$ cat src/flblk_defs.svh
// Constants for the flash lock and status host controller
`ifndef FLBLK_DEFS_SVH
`define FLBLK_DEFS_SVH
// Host register offsets (word index on the local port)
`define FLBLK_REG_CTRL 4'h0
`define FLBLK_REG_ADDR 4'h1
`define FLBLK_REG_WDATA 4'h2
`define FLBLK_REG_RESULT 4'h3
`define FLBLK_REG_STATUS 4'h4
`define FLBLK_REG_LOCK 4'h5
// Control register fields
`define FLBLK_CTRL_GO 0
`define FLBLK_CTRL_CMD_LO 1
`define FLBLK_CTRL_CMD_HI 3
`define FLBLK_CTRL_WP 4
// Status register bit positions on the flash
`define FLBLK_SR_READY 7
`define FLBLK_SR_ERS_SUSP 6
`define FLBLK_SR_ERS_ERR 5
`define FLBLK_SR_PRG_ERR 4
`define FLBLK_SR_VPP_LOW 3
`define FLBLK_SR_PRG_SUSP 2
`define FLBLK_SR_LOCK_ABORT 1
`define FLBLK_SR_VALID_MASK 16'h00FE
`define FLBLK_XSR_AVAIL 7
`define FLBLK_XSR_VALID_MASK 16'h0080
`define FLBLK_PCR_LO 8
`define FLBLK_PCR_HI 10
// Flash command codes
`define FLBLK_CMD_READ_ARRAY 16'h00FF
`define FLBLK_CMD_READ_SR 16'h0070
`define FLBLK_CMD_LOCK_SETUP 16'h0060
`define FLBLK_CMD_LOCK_SET 16'h0001
`define FLBLK_CMD_LOCK_CLR 16'h00D0
`define FLBLK_CMD_LOCK_DOWN 16'h002F
`define FLBLK_CMD_READ_ID 16'h0090
`define FLBLK_CMD_PAGE_PRG 16'h00E8
`define FLBLK_CMD_CLR_SR 16'h0050
// Bus timing: strobe width and access time in ns, and cycles at 4 ns
`define FLBLK_T_WE_NS 60
`define FLBLK_T_ACC_NS 90
`define FLBLK_CLK_NS 4
`define FLBLK_WE_CYC 4'((`FLBLK_T_WE_NS + `FLBLK_CLK_NS - 1) / `FLBLK_CLK_NS)
`define FLBLK_ACC_CYC 5'((`FLBLK_T_ACC_NS + `FLBLK_CLK_NS - 1) / `FLBLK_CLK_NS)
`define FLBLK_ID_OFFSET 22'h000002
`define FLBLK_PCR_ADDR 22'h000006
`endif

$ cat src/flblk_pkg.sv
// Types for the flash lock and status host controller
package flblk_pkg;
  // Host operations that software may start
  typedef enum logic [2:0] {
    FLBLK_OP_READ_SR,
    FLBLK_OP_LOCK_SET,
    FLBLK_OP_LOCK_CLR,
    FLBLK_OP_LOCK_DOWN,
    FLBLK_OP_READ_LOCK,
    FLBLK_OP_READ_PCR,
    FLBLK_OP_PAGE_CHECK,
    FLBLK_OP_CLR_SR
  } flblk_op_t;
  // Bus cycle sequencer states
  typedef enum logic [2:0] {
    FLBLK_IDLE,
    FLBLK_WR,
    FLBLK_WR_GAP,
    FLBLK_RD,
    FLBLK_DONE
  } flblk_state_t;
endpackage : flblk_pkg

$ cat src/flblk_host.sv
// Host controller driving flash lock commands and reading status
// Functional notes
// Set-lock locks unlocked blocks
// Clear-lock unlocks blocks not locked down
// Lock-down moves block to locked-down state
// Lock-down on unlocked block also locks
// Write-protect rise lifts lock-down protection
// Write-protect fall relocks and locks down
// Status bit 7 one means ready
// Status bit 6 marks erase suspended
// Status bit 5 marks erase failure
// Status bit 4 marks program failure
// Status bit 3 marks low supply abort
// Status bit 2 marks program suspended
// Status bit 1 marks locked block abort
// Host masks reserved status bits
// Status is per partition, not engine
// Low bits invalid while bit 7 zero
// Bits 5 and 4 mean bad sequence
// Supply checked only after erase/program
// Lock bit checked only after erase/program
// Extended bit 7 shows buffer accepted
// Reissue buffer command when not available
// Host masks reserved extended status bits
// Partition field in configuration bits 10:8
// Partition field defaults by parameter location
// Reset leaves every block locked
// Lock evaluated against write-protect level
`timescale 1ns/100ps
`include "flblk_defs.svh"
module flblk_host
  import flblk_pkg::*;
(
  input wire logic sys_clk,
  input wire logic reset,
  input wire logic [3:0] reg_addr,
  input wire logic [31:0] reg_wdata,
  input wire logic reg_wr,
  input wire logic reg_rd,
  output logic [31:0] reg_rdata,
  output logic [21:0] flash_addr,
  output logic [15:0] flash_dq_out,
  output logic flash_dq_oe_n,
  input wire logic [15:0] flash_dq_in,
  output logic flash_ce_n,
  output logic flash_oe_n,
  output logic flash_we_n,
  output logic flash_wp_n,
  input wire logic ready_busy_n_output
);
  // Software-visible control state
  logic [2:0] op_r; // Operation picked by software
  logic [21:0] tgt_addr_r; // Block or partition address
  logic wp_r; // Requested write-protect level
  logic busy_r; // Sequence in progress
  logic [15:0] result_r; // Masked word read from the flash
  logic err_bad_seq_r; // Improper sequence seen
  logic avail_r; // Page buffer accepted
  logic [2:0] part_r; // Last partition field read
  logic [1:0] lock_r; // Last lock code read
  flblk_state_t state_r, state_nxt;
  logic [4:0] cnt_r; // Timing counter for strobes
  logic [1:0] step_r; // Write cycle within sequence
  logic [15:0] dq_s; // Synchronised data bus
  logic rb_s; // Synchronised ready/busy
  // Flash pins cross into sys_clk before any use
  flblk_sync #(.W(17)) u_sync (
    .sys_clk(sys_clk),
    .reset(reset),
    .d({ready_busy_n_output, flash_dq_in}),
    .q({rb_s, dq_s})
  );
  // Decode of the local port
  wire wr_ctrl = reg_wr && (reg_addr == `FLBLK_REG_CTRL);
  wire wr_addr = reg_wr && (reg_addr == `FLBLK_REG_ADDR);
  wire go = wr_ctrl && reg_wdata[`FLBLK_CTRL_GO] && !busy_r;
  wire flblk_op_t op_e = flblk_op_t'(op_r);
  // Lock commands are two writes; reads are one write then one read
  wire two_wr = (op_e == FLBLK_OP_LOCK_SET) || (op_e == FLBLK_OP_LOCK_CLR)
             || (op_e == FLBLK_OP_LOCK_DOWN);
  wire has_rd = !two_wr && (op_e != FLBLK_OP_CLR_SR);
  // First write command of each operation
  wire [15:0] cmd0 = two_wr ? `FLBLK_CMD_LOCK_SETUP :
                     (op_e == FLBLK_OP_READ_LOCK || op_e == FLBLK_OP_READ_PCR)
                       ? `FLBLK_CMD_READ_ID :
                     (op_e == FLBLK_OP_PAGE_CHECK) ? `FLBLK_CMD_PAGE_PRG :
                     (op_e == FLBLK_OP_CLR_SR) ? `FLBLK_CMD_CLR_SR :
                     `FLBLK_CMD_READ_SR;
  // Confirm code picks the lock transition the device applies
  wire [15:0] cmd1 = (op_e == FLBLK_OP_LOCK_SET) ? `FLBLK_CMD_LOCK_SET :
                     (op_e == FLBLK_OP_LOCK_CLR) ? `FLBLK_CMD_LOCK_CLR :
                     `FLBLK_CMD_LOCK_DOWN;
  wire [15:0] wcmd = (step_r == 2'h0) ? cmd0 : cmd1;
  // Read address: lock code sits two words above the block base
  wire [21:0] lock_rd_addr = 22'(tgt_addr_r + `FLBLK_ID_OFFSET); // Wraps at the top word
  wire [21:0] rd_addr = (op_e == FLBLK_OP_READ_LOCK) ? lock_rd_addr :
                        (op_e == FLBLK_OP_READ_PCR)
                          ? {tgt_addr_r[21:16], 16'(`FLBLK_PCR_ADDR)} : tgt_addr_r;
  // Reserved bits are masked before software sees them
  wire [15:0] sr_m = dq_s & `FLBLK_SR_VALID_MASK;
  wire [15:0] xsr_m = dq_s & `FLBLK_XSR_VALID_MASK;
  // Bad-sequence pattern is both error bits together
  wire bad_seq = sr_m[`FLBLK_SR_ERS_ERR] && sr_m[`FLBLK_SR_PRG_ERR];
  wire strobe_done = (state_r == FLBLK_WR) ? (cnt_r == `FLBLK_WE_CYC)
                                           : (cnt_r == `FLBLK_ACC_CYC);
  // Next-state selection for the bus sequencer
  always_comb begin
    state_nxt = state_r;
    case (state_r)
      FLBLK_IDLE: begin
        if (go) begin
          state_nxt = FLBLK_WR;
        end
      end
      FLBLK_WR: begin
        if (strobe_done) begin
          state_nxt = FLBLK_WR_GAP;
        end
      end
      FLBLK_WR_GAP: begin
        if (two_wr && step_r == 2'h0) begin
          state_nxt = FLBLK_WR;
        end else if (has_rd) begin
          state_nxt = FLBLK_RD;
        end else begin
          state_nxt = FLBLK_DONE;
        end
      end
      FLBLK_RD: begin
        // Status low bits mean nothing while busy, so hold until ready
        if (strobe_done && (op_e != FLBLK_OP_READ_SR || dq_s[`FLBLK_SR_READY])) begin
          state_nxt = FLBLK_DONE;
        end
      end
      default: begin
        state_nxt = FLBLK_IDLE;
      end
    endcase
  end
  // Sequencer and counters
  always_ff @(posedge sys_clk) begin
    if (reset) begin
      state_r <= FLBLK_IDLE;
      cnt_r <= 5'h00;
      step_r <= 2'h0;
    end else begin
      state_r <= state_nxt;
      cnt_r <= (state_nxt != state_r || strobe_done) ? 5'h00 : cnt_r + 5'h01;
      if (state_r == FLBLK_IDLE) begin
        step_r <= 2'h0;
      end else if (state_r == FLBLK_WR_GAP) begin
        step_r <= step_r + 2'h1;
      end
    end
  end
  // Software control registers
  always_ff @(posedge sys_clk) begin
    if (reset) begin
      op_r <= 3'h0;
      tgt_addr_r <= 22'h000000;
      wp_r <= 1'b0;
      busy_r <= 1'b0;
    end else begin
      if (wr_ctrl) begin
        wp_r <= reg_wdata[`FLBLK_CTRL_WP];
      end
      if (go) begin
        op_r <= reg_wdata[`FLBLK_CTRL_CMD_HI:`FLBLK_CTRL_CMD_LO];
      end
      if (wr_addr && !busy_r) begin
        tgt_addr_r <= reg_wdata[21:0];
      end
      busy_r <= go || (busy_r && state_r != FLBLK_DONE);
    end
  end
  // Capture of read results
  always_ff @(posedge sys_clk) begin
    if (reset) begin
      result_r <= 16'h0000;
      err_bad_seq_r <= 1'b0;
      avail_r <= 1'b0;
      part_r <= 3'h0;
      lock_r <= 2'h0;
    end else if (state_r == FLBLK_RD && state_nxt == FLBLK_DONE) begin
      case (op_e)
        FLBLK_OP_READ_SR: begin
          // Bits 7..1 carry ready, suspend, error, supply, lock abort
          result_r <= sr_m;
          err_bad_seq_r <= bad_seq;
        end
        FLBLK_OP_PAGE_CHECK: begin
          // Zero means software issues the check again
          result_r <= xsr_m;
          avail_r <= xsr_m[`FLBLK_XSR_AVAIL];
        end
        FLBLK_OP_READ_PCR: begin
          // Partition field only; its reset default is the device's own
          result_r <= dq_s & 16'h0700;
          part_r <= dq_s[`FLBLK_PCR_HI:`FLBLK_PCR_LO];
        end
        default: begin
          // Lock code: bit 0 locked, bit 1 locked down
          result_r <= dq_s & 16'h0003;
          lock_r <= dq_s[1:0];
        end
      endcase
    end
  end
  // Flash pins, all from flip-flops; write-protect level drives lock state
  always_ff @(posedge sys_clk) begin
    if (reset) begin
      flash_addr <= 22'h000000;
      flash_dq_out <= 16'h0000;
      flash_dq_oe_n <= 1'b1;
      flash_ce_n <= 1'b1;
      flash_oe_n <= 1'b1;
      flash_we_n <= 1'b1;
      flash_wp_n <= 1'b0;
    end else begin
      flash_wp_n <= wp_r;
      flash_addr <= (state_nxt == FLBLK_RD) ? rd_addr : tgt_addr_r;
      flash_dq_out <= wcmd;
      flash_dq_oe_n <= !(state_nxt == FLBLK_WR);
      // Strobe waits one cycle, then falls on the same edge that loads the command word
      flash_we_n <= !(state_nxt == FLBLK_WR && state_r == FLBLK_WR);
      flash_oe_n <= !(state_nxt == FLBLK_RD);
      flash_ce_n <= !(state_nxt == FLBLK_WR || state_nxt == FLBLK_RD);
    end
  end
  // Read mux on the local port, data in the cycle after the strobe
  wire [31:0] rd_mux =
    (reg_addr == `FLBLK_REG_CTRL) ? {27'h0, wp_r, op_r, busy_r} :
    (reg_addr == `FLBLK_REG_ADDR) ? {10'h000, tgt_addr_r} :
    (reg_addr == `FLBLK_REG_RESULT) ? {16'h0000, result_r} :
    (reg_addr == `FLBLK_REG_STATUS) ? {26'h0, rb_s, avail_r, err_bad_seq_r, part_r} :
    (reg_addr == `FLBLK_REG_LOCK) ? {30'h0, lock_r} : 32'h00000000;
  always_ff @(posedge sys_clk) begin
    if (reset) begin
      reg_rdata <= 32'h00000000;
    end else begin
      reg_rdata <= reg_rd ? rd_mux : 32'h00000000;
    end
  end
endmodule : flblk_host

$ cat src/flblk_sync.sv
// Two flip-flop synchroniser for pins from the flash
`timescale 1ns/100ps
module flblk_sync #(
  parameter int W = 1
) (
  input wire logic sys_clk,
  input wire logic reset,
  input wire logic [W-1:0] d,
  output logic [W-1:0] q
);
  logic [W-1:0] meta_r; // First stage, read only by q
  // Plain two-stage chain
  always_ff @(posedge sys_clk) begin
    if (reset) begin
      meta_r <= '0;
      q <= '0;
    end else begin
      meta_r <= d;
      q <= meta_r;
    end
  end
endmodule : flblk_sync

$ cat config.mk
export PLATFORM = sky130hd
export DESIGN_NAME = flblk_host
export DESIGN_NICKNAME = d
export VERILOG_FILES = /design/src/flblk_pkg.sv /design/src/flblk_host.sv /design/src/flblk_sync.sv
export VERILOG_INCLUDE_DIRS = /design/src
export SDC_FILE = /design/constraint.sdc
export NUM_CORES = 1
export LEC_CHECK = 0
export ABC_AREA = 1
export CAP_MARGIN = 20
export CORE_ASPECT_RATIO = 1.25
export CORE_UTILIZATION = 40
export DETAILED_ROUTE_END_ITERATION = 7
export DONT_BUFFER_PORTS = 1
export GPL_TIMING_DRIVEN = 0
export PLACE_DENSITY = 0.6
export SLEW_MARGIN = 10
export SYNTH_ARGS = -nofsm -noshare
export SYNTH_HDL_FRONTEND = slang
export SYNTH_SLANG_ARGS = --single-unit
$ cat constraint.sdc
create_clock -name sys_clk -period 2.2 [get_ports sys_clk]
set_clock_uncertainty 0.05 [all_clocks]
set_input_delay 0.44 -clock sys_clk [delete_from_list [all_inputs] [get_ports sys_clk]]
set_output_delay 0.44 -clock sys_clk [all_outputs]
set_load 0.01 [all_outputs]
== Word level (Yosys, flattened, before mapping) ==
Index checks and enable logic that the tools add are counted.

* Input bits: 57
* Logic and storage cells: 114
* RAM bits: 0
* Bits in read-only memories: 0
* Bits in latches: 0
* Memories: 0
* Bits in registers: 169

* Equality and inequality tests: 22
* Reductions and logical operators: 40
* Shifts and indexed selects: 0
* Divide/modulo/power cells: 0
* Add/subtract/negate cells: 3
* Bitwise operators: 2
* Multipliers: 0
* Multiplexer cells: 23
* $lt $le $gt $ge: 0

{| class="wikitable"
|+ Operator list
! cell !! number
|-
| two-way mux 22 bit || 3
|-
| two-way mux 8 bit || 6
|-
| case mux 11 bit (3 select lines) || 1
|-
| two-way mux 16 bit || 2
|-
| adder 22 x 2 -> 22 bit (second input constant) || 1
|-
| == test 3 x 2 -> 1 bit (second input constant) || 5
|-
| == test 3 bit (second input constant) || 5
|-
| two-way mux 3 bit || 5
|-
| logical AND 1 bit || 12
|-
| two-way mux 6 bit || 2
|-
| case mux 3 bit (4 select lines) || 1
|-
| == test 3 x 1 -> 1 bit (second input constant) || 3
|-
| == test 4 x 3 -> 1 bit (second input constant) || 2
|-
| AND reduction 2 bit || 4
|-
| logical OR 1 bit || 7
|-
| zero test 1 bit || 6
|-
| zero test 3 bit || 2
|-
| != test 3 bit (second input constant) || 2
|-
| OR reduction 2 bit || 3
|-
| OR reduction 3 bit || 2
|-
| OR reduction 6 bit || 1
|-
| adder 5 x 1 -> 5 bit (second input constant) || 1
|-
| == test 5 x 4 -> 1 bit (second input constant) || 1
|-
| == test 5 bit (second input constant) || 1
|-
| 11 further kinds || 12
|}

== Longest topological paths before layout ==
* Depth after elaboration: 11
* Depth in mapped cells: 13
* Depth with buffers taken out: 12

== Hierarchy ==
Synthesis repeated with hierarchy kept, for this count alone.

* Cell total of the unflattened synthesis: 749
* Area, all modules: 5728.0 µm²

{| class="wikitable"
|+ By module, submodules not included
! module !! sequential area each (µm²) !! cells an instance !! area an instance (µm²) !! times used
|-
| flblk_host || 2222.1 || 643 || 4742.0 || 1
|-
| flblk_sync || 680.7 || 106 || 985.9 || 1
|}

== Worst setup path before layout ==
No wires, ideal clock.

* Path type: input to register
* From: input port reg_addr[2]
* To: register tgt_addr_r[10]
* Library setup time: 128 ps
* Data arrival time: 1454 ps
* Path buffers: 1
* Slack: 568 ps
* Data required time: 2022 ps
* Stages: 7
* Cells stage by stage: nor2_1 nand2_1 nor2_2 nand3_1 clkbuf_1 o21ai_0 a21oi_1

* Word-level cells in the longest chain between the ends: 3

{| class="wikitable"
|+ RTL lines
! item !! line !! RTL
|-
| start: declaration || flblk_host.sv:36 || <nowiki>input wire logic [3:0] reg_addr,</nowiki>
|-
| == test 4 x 1 -> 1 bit (no source line) || - ||
|-
| logical AND 1 bit || flblk_host.sv:75 || <nowiki>wire wr_addr = reg_wr && (reg_addr == `FLBLK_REG_ADDR);</nowiki>
|-
| logical AND 1 bit || flblk_host.sv:170 || <nowiki>if (wr_addr && !busy_r) begin</nowiki>
|-
| end signal: assignment || flblk_host.sv:171 || <nowiki>tgt_addr_r <= reg_wdata[21:0];</nowiki>
|-
| end: declaration || flblk_host.sv:53 || <nowiki>logic [21:0] tgt_addr_r;</nowiki>
|}

No other way between the ends.
A chain may end at the register's enable or synchronous reset.

== Worst setup path in the final report ==
* From: register tgt_addr_r[2]
* To: register flash_addr[21]

* Word-level cells in the longest chain between the ends: 3

{| class="wikitable"
|+ RTL lines
! item !! line !! RTL
|-
| adder 22 x 2 -> 22 bit (no source line) || - ||
|-
| two-way mux 22 bit || flblk_host.sv:96 || <nowiki>wire [21:0] rd_addr = (op_e == FLBLK_OP_READ_LOCK) ? lock_rd_addr :</nowiki>
|-
| two-way mux 22 bit || flblk_host.sv:221 || <nowiki>flash_addr <= (state_nxt == FLBLK_RD) ? rd_addr : tgt_addr_r;</nowiki>
|-
| end signal: assignment || flblk_host.sv:221 ||
|-
| end: declaration || flblk_host.sv:41 || <nowiki>output logic [21:0] flash_addr,</nowiki>
|}

No other way between the ends.

==> qor.yml <==
grt:
  grt_use_total_pct: 21.2
  grt_pass1_vias: 4560
  grt_overflow: 0
  grt_pass1_wl_mm: 22.7
  antenna_found_initial: 0
  grt_max_degree: 17
worst_hold_path:
  min-delay-path-class: "primary input to flip-flop"
  worst_hold_path.endpoint: "u_sync.meta_r[4]$_SDFF_PP0_"
  worstHoldStart: "flash_dq_in[4]"
  worstHoldPathCells: 2
power_and_ir_drop:
  p_clk_share_pct: 49.4
  power.switching_mw: 1.27
  p_seq_share_pct: 46.9
  swShare_pct: 23.5
  p_leak_nw: 2.49
  peakVddDrop_mv: 0.372
  comb_power_share_pct: 3.7
  total_power_mw: 5.38
  powerDensity_nw_per_um2: 863
  p_int_mw: 4.12
timing:
  finalCritPeriodShare_pct: 94.6
  tns_ps: 0
  hold_violations: 0
  slew_headroom_pct: 49.4
  setup_viol: 0
  tightest_slew_ps: 759
  slew_viol_final: 0
  layout_min_cycle_time_ps: 2080
  fmax_ghz: 0.480
worst_setup_path:
  cp_max_fo: 5
  timing.rr.end: "flash_addr[21]$_SDFF_PP0_"
  crit_arrival_ps: 2390
  setup.worst_path.end_class: "flip-flop"
  worstSetupPathType: "flip-flop to flip-flop"
  critPathLaunchType: "flip-flop"
  r2r_setup_slack_ps: 120
  cp.required_ps: 2510
  reg2regPathDepth: 11
  rr_startpoint: "tgt_addr_r[2]$_SDFFE_PP0P_"
floorplan:
  initial_core_util_pct: 40.9
  die_area_um2: 14000
  die_y_um: 132
  die_w_um: 106
  num_io_pins: 132
  row_count: 47
  core_um2: 13200
cells_and_area:
  final_nets: 793
  multi_input_area_um2: 2120
  final_util_pct: 47.3
  n_fill_cell: 1332
  drive_above_1_share_pct: 10.5
  regArea_um2: 2700
  diodes: 0
  area_delta_synth_final_pct: 15.6
placement:
  portBuffers: 0
  place_congestion: 0.921
  dpl.hpwl_mm: 11.0
clock_tree:
  cts_made_buffers: 17
  clk_latency_ps: 420
  hold_buffers: 0
  cts.clk_slew.worst_paths_ps: 60
  h-tree-depth: 4
  cts_root_buf: "clkbuf_16"
  cts_sinks: 135
  post_cts_buffers: 0
  clockBufferDepth: 2
  cts_tree: "built"
detailed_routing:
  drt_iter0_markers: 295
  via_count: 4650
  drtAntennaViolNets: 0
  dr.pass1.iters: 6
  drc: 0
  wl_per_cell_um: 15.7
  routed_wl_mm: 14.4
  viasPerCell: 5.07
synthesis:
  syn-instance-count: 697
  syn_area_per_cell_um2: 7.74
  synth_warnings: 0
  ys_ff_latch: 135
  synth.distinct_cells: 38
  syn_area_um2: 5390
  synth_ff_type: "dfxtp_1"
  ys_async_sr_fraction_pct: 0
  synth-edff-count: 0
  ys_seq_area_share_pct: 50.1
job:
  drv_cap: 0
status:
  outcome: "complete, no violations"
==> state kept, by name, indices dropped and copies added, names as in the netlist <==
register       cells
flash_addr        22
reg_rdata         22
tgt_addr_r        22
u_sync.meta_r     12
u_sync.q          12
result_r          11
flash_dq_out       7
cnt_r              5
op_e               3
part_r             3
state_r            3
lock_r             2
step_r             2
avail_r            1
busy_r             1
err_bad_seq_r      1
flash_ce_n         1
flash_dq_oe_n      1
flash_oe_n         1
flash_we_n         1
flash_wp_n         1
wp_r               1
==> synth_stat cells, drive strengths merged, types with 5 or more instances <==
cell type / instances / share of area [%]
dfxtp: 135 / 50
inv: 98 / 6.8
nand4: 13 / 1.5
nand3: 45 / 4.6
a21oi: 72 / 6.8
clkbuf: 13 / 0.90
nor2: 97 / 7.5
o211ai: 5 / 0.70
nand2: 102 / 7.7
nor3: 14 / 1.4
buf: 30 / 4.1
o21ai: 52 / 4.8
==> worst max-delay path, cell delays in order, from the launching register on <==
cell	delay (ps)
dfxtp_1	460
ha_1	250
nand2_1	60
inv_1	60
nand3_1	170
nor2_4	180
nand4_1	250
nor2_2	200
nand3_1	120
nand2_1	80
nand2_1	50
nor2_1	100
==> how the worst max path moves through the flow <==
stage | startpoint | to | slack, ps | cells after the start
floorplan | reg_addr[2] | tgt_addr_r[10]$_SDFFE_PP0P_ | 570 | 7
global placement | reg_addr[2] | tgt_addr_r[5]$_SDFFE_PP0P_ | 10 | 7
detailed placement | reg_addr[2] | tgt_addr_r[5]$_SDFFE_PP0P_ | -20 | 7
CTS | tgt_addr_r[2]$_SDFFE_PP0P_ | flash_addr[21]$_SDFF_PP0_ | 110 | 11
global route | tgt_addr_r[2]$_SDFFE_PP0P_ | flash_addr[21]$_SDFF_PP0_ | -10 | 11
finish | tgt_addr_r[2]$_SDFFE_PP0P_ | flash_addr[21]$_SDFF_PP0_ | 120 | 11
==> cell families (layout without fill, tap and decap cells) <==
group                    count (synthesis)  in the layout  share of synthesized area, %
flip-flops                             135            135                          50.1
other                                    1             18                        0.0695
AO/OA/AOI/OAI                          139            139                          13.8
XOR/XNOR                                 4              4                         0.650
AND/OR/NAND/NOR                        272            272                          22.8
buffers and inverters                  143            175                          11.9
adder cells (fa/ha/maj)                  3              3                         0.696
==> cell usage in the layout, fill, tap and decap left out, types with 2 or more instances in the layout <==
cell type	instances
dfxtp_1	135
inv_1	97
nand2_1	97
nor2_1	90
a21oi_1	70
o21ai_0	45
nand3_1	42
buf_4	21
conb_1	18
clkbuf_16	17
clkbuf_1	14
nor3_1	13
nand4_1	13
o21ai_1	7
o211ai_1	5
buf_2	4
nand2_4	4
clkinv_4	4
clkinvlp_4	4
nor2_2	3
nor2_4	3
buf_6	3
xor2_1	3
a31oi_1	3
ha_1	3
clkinv_2	3
clkinv_1	2
buf_1	2
nand3_2	2
a21oi_2	2
a41oi_1	2
a211oi_1	2
inv_6	2
==> per-stage QoR <==
step,worst slack (ps),instance area [um^2],hold slack [ps],std cells
2_1_floorplan,568,5460,338,714
3_3_place_gp,10.6,5670,346,885
3_5_place_dp,-19.5,5670,344,885
4_1_cts,113,6230,56.6,917
5_1_grt,-12.8,6240,64.5,917
6_report,118,6240,70.4,917
==> power by group through the flow <==
| stage | clock network (mW) | logic [mW] | registers (mW) |
|---|---|---|---|
| after floorplan | 0 | 0.154 | 2.57 |
| after global placement | 0 | 0.196 | 2.57 |
| after detailed placement | 0 | 0.198 | 2.58 |
| after CTS | 2.71 | 0.199 | 2.52 |
| after global routing | 2.82 | 0.225 | 2.53 |
| final | 2.66 | 0.200 | 2.52 |
==> cell type report <==
class	count	share of cell area (%)
buffer	43	4.29
clock buffer	18	6.88
clock inverter	14	2.05
inverter	100	6.02
multi-input combinational	436	34.0
sequential	135	43.3
tap	171	3.43
==> what timing repair did <==
action,4_1_cts,5_1_grt
gates resized for setup,0,2
setup endpoints to repair,0,2
hold endpoints to repair,0,0
==> per-layer routing <==
metal,share of wire [%],up-vias,routed length [um],global-route usage (%)
met5,0,-,0,0
met1,37,2123,5390,22.4
met3,6.3,45,916,4.99
li1,-,2287,-,-
met2,52,195,7510,38.3
met4,4.3,0,614,11.8
No activity file was read; power rests on OpenSTA's default activity.
